$ cat src/ext_bus_lane.sv
// Shared constants and the per-beat data lane planner of the external bus controller.
// Assumes the caller holds size, address and write data stable for the whole access.
`timescale 1ns/1ps
`default_nettype none

package ext_bus_pkg;
    localparam int         AREA_COUNT   = 8;
    localparam int         ADDR_W       = 24;
    localparam int         AREA_LSB     = 21;
    localparam int         IF_W         = 3;
    localparam int         WAIT_W       = 3;
    localparam logic [2:0] AREA_DRAM_LO = 3'h2;
    localparam logic [2:0] AREA_DRAM_HI = 3'h5;
    localparam logic [2:0] AREA_ROM     = 3'h0;
    localparam logic [2:0] AREA_RAM     = 3'h7;
    localparam logic [2:0] RESET_WAITS  = 3'h7;
    localparam logic [7:0] RESET_THREE  = 8'hFF;
    localparam logic [7:0] WIDTH8_ALL   = 8'hFF;
    localparam logic [7:0] WIDTH16_ALL  = 8'h00;
    localparam logic [7:0] DIR_AREA0    = 8'h01;
    localparam logic [7:0] DIR_NONE     = 8'h00;
    localparam logic [1:0] STRAP_SETTLE = 2'h3;
    localparam logic [2:0] BEATS_ONE    = 3'h1;
    localparam logic [2:0] BEATS_TWO    = 3'h2;
    localparam logic [2:0] BEATS_FOUR   = 3'h4;

    typedef enum logic [2:0] {
        IF_BASIC     = 3'h0,
        IF_BURST_ROM = 3'h1,
        IF_DRAM      = 3'h2,
        IF_SDRAM     = 3'h3,
        IF_MUX_IO    = 3'h4
    } mem_if_t;

    typedef enum logic [1:0] {
        SIZE_BYTE = 2'h0,
        SIZE_WORD = 2'h1,
        SIZE_LONG = 2'h2
    } acc_size_t;

    // Which interface an area may take; anything else falls back to basic
    function automatic logic legalIf(input logic [2:0] area, input logic [2:0] code);
        logic ok;
        ok = (code == IF_BASIC);
        if (area <= 3'h1) begin
            ok = ok || (code == IF_BURST_ROM);
        end else if (area <= AREA_DRAM_HI) begin
            ok = ok || (code == IF_DRAM) || (code == IF_SDRAM);
        end else begin
            ok = ok || (code == IF_MUX_IO);
        end
        return ok;
    endfunction

    function automatic logic [2:0] expBeats(input logic width8, input logic [1:0] size);
        logic [2:0] n;
        n = BEATS_ONE;
        if (size == SIZE_LONG) begin
            n = width8 ? BEATS_FOUR : BEATS_TWO;
        end else if (size == SIZE_WORD && width8) begin
            n = BEATS_TWO;
        end
        return n;
    endfunction
endpackage

module ext_bus_lane
    import ext_bus_pkg::*;
(
    input  wire logic        width8,
    input  wire logic [1:0]  accSize,
    input  wire logic [1:0]  beatIdx,
    input  wire logic        addrLsb,
    input  wire logic [31:0] wdata,
    output logic      [2:0]  beatTotal,
    output logic             useHigh,
    output logic             useLow,
    output logic      [15:0] beatData,
    output logic      [1:0]  addrOffset
);
    logic [1:0]  lastIdx;
    logic [1:0]  byteSel;
    logic [31:0] shifted;

    always_comb begin
        beatTotal  = expBeats(width8, accSize);
        lastIdx    = 2'(beatTotal - BEATS_ONE);
        byteSel    = 2'(lastIdx - beatIdx);
        shifted    = wdata >> {byteSel, 3'b000};
        useHigh    = 1'b1;
        useLow     = 1'b0;
        addrOffset = beatIdx;
        beatData   = {shifted[7:0], 8'h00};
        if (width8) begin
            // Narrow area: every beat on the upper lane, most significant byte first
            useHigh = 1'b1;
        end else if (accSize == SIZE_BYTE) begin
            addrOffset = 2'h0;
            useHigh    = !addrLsb;
            useLow     = addrLsb;
            beatData   = addrLsb ? {8'h00, wdata[7:0]} : {wdata[7:0], 8'h00};
        end else begin
            useLow     = 1'b1;
            addrOffset = {beatIdx[0], 1'b0};
            beatData   = (accSize == SIZE_LONG && !beatIdx[0]) ? wdata[31:16] : wdata[15:0];
        end
    end
endmodule

`default_nettype wire

$ cat src/ext_bus_area_ctrl.sv
// External area bus controller: area decode, chip selects, strobes, waits and lane alignment.
// Assumes configuration inputs come from same-clock logic; mode straps and the wait pin are asynchronous.
//
// Summary of operation
// - Each of the eight areas has its own memory interface selection.
// - After reset all areas are basic, three-state; width follows the mode strap.
// - Areas zero and one accept only basic or burst ROM interface.
// - Areas two to five accept basic, DRAM or SDRAM; DRAM selects act as RAS.
// - Contiguous DRAM over areas two to five uses only the area-two select.
// - Contiguous SDRAM drives RAS, CAS, WE, CLK on selects two to five, CKE on OE.
// - Areas six and seven accept basic or multiplexed address/data interface.
// - On-chip RAM in area seven answers only when enabled, else external.
// - An area's select is driven low during an access to its external space.
// - Select pins drive where both direction and pin function bits are set; ROM-less mode starts with area zero output.
// - With on-chip ROM enabled all select pins start as inputs.
// - Eight-bit areas use upper lanes; words take two, longwords four cycles.
// - Sixteen-bit areas move byte or word in one cycle, longword in two.
// - Sixteen-bit byte transfers use upper lanes when even, lower lanes when odd.
// - Read strobe covers both halves; high and low write strobes cover their halves.
// - Unused half floats on writes and is ignored on reads.
// - In eight-bit areas the low-byte write strobe stays high.
// - Sixteen-bit two-state areas add no waits; three-state areas may.
// - Bus width is selectable per area as eight or sixteen bits.
// - Two-state areas take no waits; three-state allow programmed and pin waits.
// - Three-state areas insert zero to seven programmed waits after the second state.
// - With pin waits enabled, a low wait input adds states until it rises.
`timescale 1ns/1ps
`default_nettype none

module ext_bus_area_ctrl
    import ext_bus_pkg::*;
#(
    parameter logic [23:0] ROM_SIZE = 24'h040000,
    parameter logic [23:0] RAM_BASE = 24'hFF0000,
    parameter logic [23:0] RAM_SIZE = 24'h008000
) (
    input  wire logic        clk_sys,
    input  wire logic        reset,
    input  wire logic        modeWide16,
    input  wire logic        romEnabled,
    input  wire logic        waitPin_n,
    input  wire logic        cfgLoad,
    input  wire logic [23:0] cfgInterface,
    input  wire logic [7:0]  cfgWidth8,
    input  wire logic [7:0]  cfgThreeState,
    input  wire logic [23:0] cfgWaits,
    input  wire logic        cfgPinWaitEnable,
    input  wire logic        onchip_ram_enable,
    input  wire logic [7:0]  cfgSelectDir,
    input  wire logic [7:0]  pin_function_ctrl_zero,
    input  wire logic        reqValid,
    output logic             reqReady,
    input  wire logic [23:0] reqAddr,
    input  wire logic        reqWrite,
    input  wire logic [1:0]  reqSize,
    input  wire logic [31:0] reqWdata,
    output logic             respValid,
    output logic             respInternal,
    output logic      [31:0] respRdata,
    output logic      [23:0] extAddr,
    output logic      [7:0]  area_select_n,
    output logic      [7:0]  areaSelectOe,
    output logic             readStrobe_n,
    output logic             high_byte_write_strobe_n,
    output logic             low_byte_write_strobe_n,
    output logic             ckeOut,
    output logic      [15:0] dataOut,
    output logic             dataOeHigh,
    output logic             dataOeLow,
    input  wire logic [15:0] dataIn
);
    typedef enum logic [4:0] {
        ST_IDLE = 5'b00001,
        ST_T1   = 5'b00010,
        ST_T2   = 5'b00100,
        ST_TW   = 5'b01000,
        ST_T3   = 5'b10000
    } bus_state_t;

    bus_state_t  stateR, stateNxt;
    logic [2:0]  syncA_r, syncB_r;
    logic        wide16Sync, romEnSync, waitSync;
    logic [1:0]  strapCntR;
    logic        strapDoneR;
    logic [23:0] ifSelR, waitsR;
    logic [7:0]  width8R, threeR, dirR, pinFuncR;
    logic        pinWaitEnR, ramEnR;
    logic [2:0]  curAreaR, curIfR, waitCntR;
    logic        curWidth8R, curThreeR, curWriteR;
    logic [1:0]  curSizeR, beatIdxR;
    logic [23:0] curAddrR;
    logic [31:0] curWdataR, rdataR;
    logic        sdramClkR;
    logic [2:0]  reqArea, selArea, selIf, beatTotal;
    logic        accept, internalHit, endBeat, lastBeat, busyNxt, strobeNxt;
    logic        useHigh, useLow, sdramContig, dramContig;
    logic [15:0] beatData;
    logic [1:0]  addrOffset;
    logic [7:0]  selectNxt;

    assign wide16Sync = syncB_r[0];
    assign romEnSync  = syncB_r[1];
    assign waitSync   = syncB_r[2];

    // Straps and the wait pin are asynchronous to the bus clock
    always_ff @(posedge clk_sys) begin
        syncA_r <= {waitPin_n, romEnabled, modeWide16};
        syncB_r <= syncA_r;
    end

    // Straps are read only after the synchroniser has settled past reset
    always_ff @(posedge clk_sys) begin
        if (reset) begin
            strapCntR  <= 2'h0;
            strapDoneR <= 1'b0;
        end else if (!strapDoneR) begin
            strapCntR  <= 2'(strapCntR + 2'h1);
            strapDoneR <= (strapCntR == STRAP_SETTLE);
        end
    end

    always_ff @(posedge clk_sys) begin
        if (reset) begin
            ifSelR     <= '0;
            threeR     <= RESET_THREE;
            waitsR     <= {AREA_COUNT{RESET_WAITS}};
            width8R    <= WIDTH8_ALL;
            dirR       <= DIR_NONE;
            pinFuncR   <= DIR_NONE;
            pinWaitEnR <= 1'b0;
            ramEnR     <= 1'b0;
        end else if (!strapDoneR) begin
            if (strapCntR == STRAP_SETTLE) begin
                width8R  <= wide16Sync ? WIDTH16_ALL : WIDTH8_ALL;
                dirR     <= romEnSync ? DIR_NONE : DIR_AREA0;
                pinFuncR <= romEnSync ? DIR_NONE : DIR_AREA0;
            end
        end else if (cfgLoad) begin
            for (int a = 0; a < AREA_COUNT; a++) begin
                // Illegal interface codes for an area are refused and leave it basic
                ifSelR[a*IF_W +: IF_W] <= legalIf(3'(a), cfgInterface[a*IF_W +: IF_W]) ?
                                          cfgInterface[a*IF_W +: IF_W] : IF_BASIC;
            end
            width8R    <= cfgWidth8;
            threeR     <= cfgThreeState;
            waitsR     <= cfgWaits;
            pinWaitEnR <= cfgPinWaitEnable;
            ramEnR     <= onchip_ram_enable;
            dirR       <= cfgSelectDir;
            pinFuncR   <= pin_function_ctrl_zero;
        end
    end

    assign sdramContig = (ifSelR[2*IF_W +: IF_W] == IF_SDRAM) && (ifSelR[3*IF_W +: IF_W] == IF_SDRAM) &&
                         (ifSelR[4*IF_W +: IF_W] == IF_SDRAM) && (ifSelR[5*IF_W +: IF_W] == IF_SDRAM);
    assign dramContig  = (ifSelR[2*IF_W +: IF_W] == IF_DRAM) && (ifSelR[3*IF_W +: IF_W] == IF_DRAM) &&
                         (ifSelR[4*IF_W +: IF_W] == IF_DRAM) && (ifSelR[5*IF_W +: IF_W] == IF_DRAM);

    assign reqArea     = reqAddr[ADDR_W-1:AREA_LSB];
    assign internalHit = ((reqArea == AREA_ROM) && romEnSync && (reqAddr < ROM_SIZE)) ||
                         ((reqArea == AREA_RAM) && ramEnR && (reqAddr >= RAM_BASE) &&
                          (reqAddr - RAM_BASE < RAM_SIZE));
    assign reqReady    = (stateR == ST_IDLE) && strapDoneR;
    assign accept      = reqValid && reqReady;
    assign lastBeat    = ({1'b0, beatIdxR} == 3'(beatTotal - BEATS_ONE));
    assign endBeat     = ((stateR == ST_T2) && !curThreeR) || (stateR == ST_T3);

    ext_bus_lane u_lane (
        .width8     (curWidth8R),
        .accSize    (curSizeR),
        .beatIdx    (beatIdxR),
        .addrLsb    (curAddrR[0]),
        .wdata      (curWdataR),
        .beatTotal  (beatTotal),
        .useHigh    (useHigh),
        .useLow     (useLow),
        .beatData   (beatData),
        .addrOffset (addrOffset)
    );

    always_comb begin
        stateNxt = stateR;
        unique case (stateR)
            ST_IDLE: begin
                if (accept && !internalHit) begin
                    stateNxt = ST_T1;
                end
            end
            ST_T1: begin
                stateNxt = ST_T2;
            end
            ST_T2: begin
                if (!curThreeR) begin
                    stateNxt = lastBeat ? ST_IDLE : ST_T1;
                end else if (waitCntR != 3'h0 || (pinWaitEnR && !waitSync)) begin
                    stateNxt = ST_TW;
                end else begin
                    stateNxt = ST_T3;
                end
            end
            ST_TW: begin
                if (waitCntR != 3'h0 || (pinWaitEnR && !waitSync)) begin
                    stateNxt = ST_TW;
                end else begin
                    stateNxt = ST_T3;
                end
            end
            ST_T3: begin
                stateNxt = lastBeat ? ST_IDLE : ST_T1;
            end
            default: begin
                stateNxt = ST_IDLE;
            end
        endcase
    end

    always_ff @(posedge clk_sys) begin
        if (reset) begin
            stateR <= ST_IDLE;
        end else begin
            stateR <= stateNxt;
        end
    end

    // Area, interface, width, state mode and request are frozen at acceptance; the wait count reloads from waitsR at each T1
    always_ff @(posedge clk_sys) begin
        if (reset) begin
            curAreaR   <= 3'h0;
            curIfR     <= IF_BASIC;
            curWidth8R <= 1'b1;
            curThreeR  <= 1'b1;
            curWriteR  <= 1'b0;
            curSizeR   <= SIZE_BYTE;
            curAddrR   <= '0;
            curWdataR  <= '0;
            beatIdxR   <= 2'h0;
            waitCntR   <= 3'h0;
        end else if (accept) begin
            curAreaR   <= reqArea;
            curIfR     <= ifSelR[reqArea*IF_W +: IF_W];
            curWidth8R <= width8R[reqArea];
            curThreeR  <= threeR[reqArea];
            curWriteR  <= reqWrite;
            curSizeR   <= reqSize;
            curAddrR   <= reqAddr;
            curWdataR  <= reqWdata;
            beatIdxR   <= 2'h0;
        end else begin
            if (stateR == ST_T1) begin
                waitCntR <= curThreeR ? waitsR[curAreaR*WAIT_W +: WAIT_W] : 3'h0;
            end else if (stateNxt == ST_TW && waitCntR != 3'h0) begin
                waitCntR <= 3'(waitCntR - 3'h1);
            end
            if (endBeat && !lastBeat) begin
                beatIdxR <= 2'(beatIdxR + 2'h1);
            end
        end
    end

    // Read data assembles most significant part first
    always_ff @(posedge clk_sys) begin
        if (reset) begin
            rdataR <= '0;
        end else if (accept) begin
            rdataR <= '0;
        end else if (endBeat && !curWriteR) begin
            if (curWidth8R) begin
                rdataR <= {rdataR[23:0], dataIn[15:8]};
            end else if (curSizeR == SIZE_BYTE) begin
                rdataR <= {24'h000000, useLow ? dataIn[7:0] : dataIn[15:8]};
            end else begin
                rdataR <= {rdataR[15:0], dataIn};
            end
        end
    end

    always_ff @(posedge clk_sys) begin
        if (reset) begin
            respValid    <= 1'b0;
            respInternal <= 1'b0;
        end else begin
            respValid    <= (accept && internalHit) || (endBeat && lastBeat);
            respInternal <= accept && internalHit;
        end
    end
    assign respRdata = rdataR;

    assign busyNxt   = (stateNxt != ST_IDLE);
    assign strobeNxt = (stateNxt == ST_T2) || (stateNxt == ST_TW) || (stateNxt == ST_T3);
    assign selArea   = (stateR == ST_IDLE) ? reqArea : curAreaR;
    assign selIf     = (stateR == ST_IDLE) ? ifSelR[reqArea*IF_W +: IF_W] : curIfR;

    always_comb begin
        selectNxt = 8'hFF;
        if (busyNxt) begin
            if (selIf == IF_SDRAM && sdramContig) begin
                selectNxt[2] = 1'b0;
                selectNxt[3] = 1'b0;
                selectNxt[4] = !((stateR == ST_IDLE) ? reqWrite : curWriteR);
                selectNxt[5] = sdramClkR;
            end else if (selIf == IF_DRAM && dramContig) begin
                selectNxt[AREA_DRAM_LO] = 1'b0;
            end else begin
                selectNxt[selArea] = 1'b0;
            end
        end
    end

    always_ff @(posedge clk_sys) begin
        if (reset) begin
            sdramClkR <= 1'b0;
        end else begin
            sdramClkR <= !sdramClkR;
        end
    end

    always_ff @(posedge clk_sys) begin
        if (reset) begin
            area_select_n            <= 8'hFF;
            areaSelectOe             <= DIR_NONE;
            readStrobe_n             <= 1'b1;
            high_byte_write_strobe_n <= 1'b1;
            low_byte_write_strobe_n  <= 1'b1;
            ckeOut                   <= 1'b0;
        end else begin
            area_select_n            <= selectNxt;
            areaSelectOe             <= dirR & pinFuncR;
            readStrobe_n             <= !(strobeNxt && !curWriteR);
            high_byte_write_strobe_n <= !(strobeNxt && curWriteR && useHigh);
            low_byte_write_strobe_n  <= !(strobeNxt && curWriteR && useLow && !curWidth8R);
            ckeOut                   <= sdramContig;
        end
    end

    // The unused half stays undriven on writes; reads never drive
    always_ff @(posedge clk_sys) begin
        if (reset) begin
            extAddr    <= '0;
            dataOut    <= '0;
            dataOeHigh <= 1'b0;
            dataOeLow  <= 1'b0;
        end else begin
            extAddr    <= (stateR == ST_IDLE) ? reqAddr : 24'(curAddrR + {22'h0, addrOffset});
            dataOut    <= beatData;
            dataOeHigh <= strobeNxt && curWriteR && useHigh;
            dataOeLow  <= strobeNxt && curWriteR && useLow;
        end
    end

    // Checking helpers
    logic [2:0] t1CountR;
    logic [2:0] twCountR;
    always_ff @(posedge clk_sys) begin
        if (reset || accept) begin
            t1CountR <= 3'h0;
        end else if (stateR == ST_T1) begin
            t1CountR <= 3'(t1CountR + 3'h1);
        end
        if (reset || stateR == ST_T1) begin
            twCountR <= 3'h0;
        end else if (stateR == ST_TW && twCountR != 3'h7) begin
            twCountR <= 3'(twCountR + 3'h1);
        end
    end
endmodule

`default_nettype wire

$ cat config.mk
export PLATFORM = sky130hd
export DESIGN_NAME = ext_bus_area_ctrl
export DESIGN_NICKNAME = d
export VERILOG_FILES = /design/src/ext_bus_lane.sv /design/src/ext_bus_area_ctrl.sv
export SDC_FILE = /design/constraint.sdc
export NUM_CORES = 1
export LEC_CHECK = 0
export BUFFER_PORTS_ARGS = -buffer_cell sky130_fd_sc_hd__buf_2
export CORE_MARGIN = 2
export CORE_UTILIZATION = 35
export CTS_CLUSTER_DIAMETER = 80
export DETAILED_ROUTE_END_ITERATION = 10
export GPL_TIMING_DRIVEN = 0
export PLACE_DENSITY = 0.56
export SYNTH_ARGS = -nofsm -noshare
export SYNTH_HDL_FRONTEND = slang
export SYNTH_HIERARCHICAL = 1
export SYNTH_SLANG_ARGS = --single-unit
$ cat constraint.sdc
create_clock -name clk_sys -period 3.8 [get_ports clk_sys]
set_clock_uncertainty 0.1 [all_clocks]
set_input_delay 0.38 -clock clk_sys [delete_from_list [all_inputs] [get_ports clk_sys]]
set_output_delay 0.38 -clock clk_sys [all_outputs]
set_load 0.03 [all_outputs]
# Word level (Yosys, flattened, before mapping)
# Cells that the tools add are included.
[word_totals]
mem_bits_rw = 0
elab_cells = 260
input_bits = 164
rom_bits = 0
latch_bits = 0
memories = 0
out_inout_bits = 97
ff_bits = 265
[classes]
n_reduce_logical = 82
addsub = 7
eq_ne = 37
n_lt_le_gt_ge = 6
n_mux = 80
n_div = 0
n_mul = 2
shift = 3
bitwise_logic = 4
[ops]
columns = ["op", "n"]
rows = [
  ["$mux W8", 10],
  ["$mux W16", 4],
  ["$mux W32", 2],
  ["$eq A3 B2 Y1 const B", 18],
  ["$mux W3", 16],
  ["$shiftx A24 B6 Y3", 2],
  ["$mux W1", 35],
  ["$shr A32 B5 Y8", 1],
  ["$logic_and A1 B1 Y1", 31],
  ["$logic_not A3 Y1", 9],
  ["$pmux W5 S5", 1],
  ["$add A24 B2 Y24", 1],
  ["$ge A24 B24 Y1 const B", 1],
  ["$lt A24 B16 Y1 const B", 1],
  ["$lt A24 B19 Y1 const B", 1],
  ["$mux W24", 1],
  ["$sub A24 B24 Y24 const B", 1],
  ["$logic_or A1 B1 Y1", 18],
  ["$mux W5", 3],
  ["$logic_not A1 Y1", 13],
  ["$eq A5 B3 Y1 const B", 2],
  ["$eq A5 B4 Y1 const B", 2],
  ["$eq A5 B5 Y1 const B", 2],
  ["$mul A3 B2 Y5 const B", 2],
  ["other kinds (27)", 44],
]

# Depth between registers and ports, before layout
[depth]
depth_word = 16
depth_mapped = 12
ltp_nobuf = 11

# Hierarchy
# Netlist, hierarchy kept.
[by_module_without_submodules]
columns = ["mod", "cells_per_inst", "instances", "area_each_um2", "seq_area_each_um2"]
rows = [
  ["ext_bus_area_ctrl", 1168, 1, 10407.5, 5245.0],
  ["ext_bus_lane", 138, 1, 994.7, 0.0],
]

# Worst setup path before layout
# No wires, ideal clock.
[synth_timing]
path_kind = "reg-to-reg"
startpoint = "register curSizeR[0]"
endpoint = "register extAddr[22]"
arrival_time_ns = 2.872
stages_incl_launch_ff = 13
setup_ns = 0.086
path_buffers = 2
path_slack_ns = 0.743
synth_period_minus_slack_ns = 3.057
path_cell_list = "dfxtp_1 clkbuf_1 clkbuf_1 nor2_1 o31ai_1 inv_1 fa_1 nor2b_1 nand4_1 nor2_1 nand2_1 xor2_1 a211oi_1"
[synth_via]
elab_chain_cells = 5
[synth_lines]
columns = ["item", "line", "rtl"]
rows = [
  ["start, declared", "ext_bus_area_ctrl.sv:90", "logic [1:0] curSizeR, beatIdxR;"],
  ["start signal, assigned", "ext_bus_area_ctrl.sv:244", "curSizeR <= reqSize;"],
  ["$logic_not A2 Y1", "ext_bus_lane.sv:97", "end else if (accSize == SIZE_BYTE) begin"],
  ["$mux W2", "ext_bus_lane.sv:97", ""],
  ["$mux W2", "ext_bus_lane.sv:94", "if (width8) begin"],
  ["named net addrOffset[1]", "ext_bus_area_ctrl.sv:98", "logic [1:0] addrOffset;"],
  ["$add A24 B2 Y24", "ext_bus_area_ctrl.sv:343", "extAddr <= (stateR == ST_IDLE) ? reqAddr : 24'(curAddrR + {22'h0, addrOffset});"],
  ["$mux W24", "ext_bus_area_ctrl.sv:343", ""],
  ["end signal, assigned", "ext_bus_area_ctrl.sv:343", ""],
  ["end, declared", "ext_bus_area_ctrl.sv:60", "output logic [23:0] extAddr,"],
]
# The timed path passes the listed nets, and every way through them passes these cells.
# A chain may end at the register's enable or synchronous reset.

# Worst setup path after layout
[layout_timing]
startpoint = "register curSizeR[0]"
endpoint = "register extAddr[18]"
# The elaborated chain is that of the path after synthesis.

==> run summary <==
status: finished clean
drt wl/cell: 17.3 um
Final period util: 93.7%
CP Capture Type: flop
flop2flop setup slack: 0.24 ns
Post-synth ARST share: 0%
port buffer count: 257
drt drc: 0
total wire length: 37300 um
CTS root buffer: clkbuf_16
Clock Latency Late Sink: 0.54 ns
Final ANT Viol Nets: 0
power per cell area: 428 mW/mm2
core area: 0.0323 mm2
critical path's top delay family: buffers and inverters
Post-synth top flop: dfxtp_1
DR pass1 iterations: 5
RSZ-0062 raised after global routing: no
H-tree depth reported by CTS: 1
worst-case clock buffer depth: 3
crit path buf inv count: 4
post-synthesis sequential area ratio: 46.0%
P&R area growth vs syn: 33.8%
CTS tree: yes
Clock Sinks: 262
final setup margin: 0.239 ns
pre-CTS setup slack: -0.341 ns
syn nets: 1478
Synth Cell Area: 0.0114 mm2
worst slew pin tran: 1.13 ns
WP data arrival: 3.90 ns
Ports: 261
Max-slew headroom: 23.6%
Iter 0 DRT Violations: 671
first-pass GRT wire length: 56400 um
Worst Hold Depth: 3
worst r2r dst: extAddr[18]
Synth warnings: 6
Req. time, crit path: 4.14 ns
Min-Delay Endpoint: curWdataR[27]
type of the most critical hold path: input port to flop
Row Count: 66
initial antenna violation count: 2
Slew Limit Fails: 0
type of origin of the critical path: flop
Worst-path clk slew: 0.06 ns
Critical R2R Launch: curSizeR[0]
largest net degree at the start of global routing: 14
CTS buffer count: 29
Die Height: 184 um
minimum clock period: 3.56 ns
Starting Density: 35.3%
VDD IR max: 0.295 mV
Syn Area/Cell: 8.73 um2
overall global routing resource usage: 21.2%
placed insts: 2005
FMAX: 0.281 GHz
worst-path fanout max: 10
setup_tns: 0 ns
number of flops mapped to enable cells by yosys: 0
Die Wd: 184 um
Yosys reg bits: 262
Synth Instances: 1306
Placer Congestion: 0.901
CP cell instances: clkbuf_2 > clkbuf_2 > nor2_1 > o31ai_2 > inv_1 > fa_1 > nor2b_1 > nand4_1 > buf_4 > nor2_2 > nand2_1 > xor2_1 > a211oi_1
placed wire-length estimate: 27200 um
vias: 10900
critical path's most frequent cell: clkbuf_2
Final Hold Violating Endpoints: 0
vias in the first global route: 10400
non-filler instance count after layout: 2163
CP max-delay cell: dfxtp_1
critical path class: flop to flop
min-delay src: reqWdata[27]
R2R depth: 13
GR Overflow Total: 0
Setup-failing EPs final: 0
Netlist cell types: 65
share of cells above drive strength 1: 21.6%
Via density: 5.04
Max Cap Viol: 0
Static Leakage: 6.01 nW
fin nets: 1872
die area: 0.0340 mm2
slowest stage delay, CP: 0.48 ns
synthesized netlist by cell type (all sizes together) (3+ instances only):
master,n,share of area [%]
inv,16,0.53
nor3,25,1.2
a2111oi,3,0.45
o41ai,7,0.54
nand3,22,1.1
nor3b,15,0.99
clkbuf,66,2.2
nor2b,29,1.6
nand2,238,7.9
mux4,14,2.8
o21bai,9,0.59
xnor2,10,0.77
a221oi,6,0.79
buf,28,1.3
dfxtp,262,46
and2,20,1.1
nand4,6,0.33
xor2,19,1.5
mux2,12,1.2
nand4b,3,0.29
a21oi,82,3.7
or3,5,0.27
o21ai,15,0.66
a311oi,3,0.23
and3,10,0.55
a211oi,71,4.7
a22oi,60,4.0
ha,7,0.77
mux2i,21,2.0
nor2,142,4.7
nand3b,35,2.3
nand2b,5,0.27
a21o,10,0.66
nor4,6,0.33
cell usage in the layout (no fill, tap or decap), types with 3 or more instances in the layout:
master / Yosys / layout
buf_2: 16 / 273
or3_1: 5 / 5
nand3b_1: 35 / 35
clkbuf_8: 0 / 10
nor3_1: 23 / 23
buf_6: 3 / 3
a221oi_2: 6 / 6
nand4_1: 6 / 6
nand2b_1: 5 / 5
nor2b_1: 29 / 29
nand3_1: 21 / 21
o41ai_1: 7 / 7
inv_1: 16 / 16
xnor2_1: 10 / 10
dlygate4sd3_1: 0 / 105
mux4_2: 13 / 13
buf_1: 9 / 9
xor2_1: 18 / 18
dfxtp_1: 262 / 262
and2_1: 20 / 20
mux2_2: 12 / 12
and3_1: 10 / 10
ha_1: 7 / 7
clkbuf_1: 66 / 70
a311oi_1: 3 / 3
nor4_1: 6 / 6
mux2i_1: 20 / 20
clkinv_2: 0 / 4
clkbuf_16: 0 / 29
a211oi_1: 71 / 71
nor2_1: 141 / 140
a22oi_1: 59 / 59
o21bai_1: 9 / 9
nand2_1: 237 / 237
nor3b_1: 15 / 15
a21oi_1: 80 / 80
a21o_1: 10 / 10
o21ai_0: 15 / 15
through the flow:
step	hold WS, ns	utilization [%]	power (mW)	instance area, um2
after floorplan	0.210	-	3.43	11400
after global placement	0.212	41.0	3.72	13200
after detailed placement	0.213	41.0	3.73	13200
after CTS	0.00235	47.2	6.60	15200
after global routing	0.0177	47.2	6.79	15300
final	0.0208	47.3	6.53	15300
timing repair:
| action | in CTS | in global routing |
|---|---|---|
| cloned | 0 | 0 |
| gates resized for setup | 3 | 1 |
| hold buffers | 105 | 0 |
| buffers inserted | 0 | 1 |
| endpoints found under the hold margin | 106 | 0 |
| pin swaps | 0 | 1 |
| endpoints found under the setup margin | 11 | 4 |
layout make-up:
class	instances	area, um2
Inverter	16	60.1
Fill cell	3166	17000
Clock inverter	6	58.8
Timing Repair Buffer	363	2340
Buffer	94	398
Clock buffer	45	886
Antenna cell	1	2.50
Tap cell	442	553
Multi-Input combinational cell	934	5710
Sequential cell	262	5250
worst max-delay path by stage:
stage / from / end / slack (ns) / cells past startpoint
floorplan: curSizeR[0] / extAddr[22] / 0.74 / 12
global placement: curSizeR[0] / extAddr[18] / -0.31 / 12
detailed placement: curSizeR[0] / extAddr[18] / -0.34 / 12
CTS: curSizeR[0] / extAddr[18] / 0.08 / 12
global route: curSizeR[0] / extAddr[20] / 0.08 / 13
finish: curSizeR[0] / extAddr[18] / 0.24 / 13
flip-flops by register name, indices dropped and copies added (netlist names), 16 cells and up:
register and count:
waitsR 24, dataOut 16, extAddr 24, curWdataR 32, respRdata 32, curAddrR 21
ifSelR 24
metal layers:
layer | GRT usage (%) | up-vias | wire length, um | part of all wire, %
met5 | 0 | - | 16 | 0.043
met4 | 5.92 | 2 | 973 | 2.6
met3 | 2.79 | 69 | 2200 | 5.9
met2 | 36.0 | 370 | 17500 | 47
met1 | 28.1 | 5079 | 16700 | 45
li1 | - | 5387 | - | -
kinds of logic (layout without fill, tap and decap cells):
group,after synthesis,in the layout,share of synthesized area [%]
xor gates and xnor gates,29,29,2.29
AOI/OAI and AO/OA,282,282,17.4
muxes,47,47,5.94
DFF,262,262,46.0
and+or+nand+nor,568,568,23.4
other,0,1,0
adders and majority gates,8,8,0.944
buffers and inverters,110,524,3.99
power by group:
part           total, mW  internal [mW]  leakage (nW)  switching, mW
logic              0.834          0.340          3.42          0.494
clock network       2.78           1.66         0.471           1.13
registers           2.92           2.86          2.13         0.0614
total               6.53           4.85          6.01           1.68
worst reg2reg max path, cell delays in order (launching register included):
cell,delay [ns]
dfxtp_1,0.48
clkbuf_2,0.30
clkbuf_2,0.30
nor2_1,0.11
o31ai_2,0.34
inv_1,0.11
fa_1,0.44
nor2b_1,0.27
nand4_1,0.12
buf_4,0.18
nor2_2,0.19
nand2_1,0.09
xor2_1,0.15
a211oi_1,0.27
No activity file was read; power rests on OpenSTA's default activity.
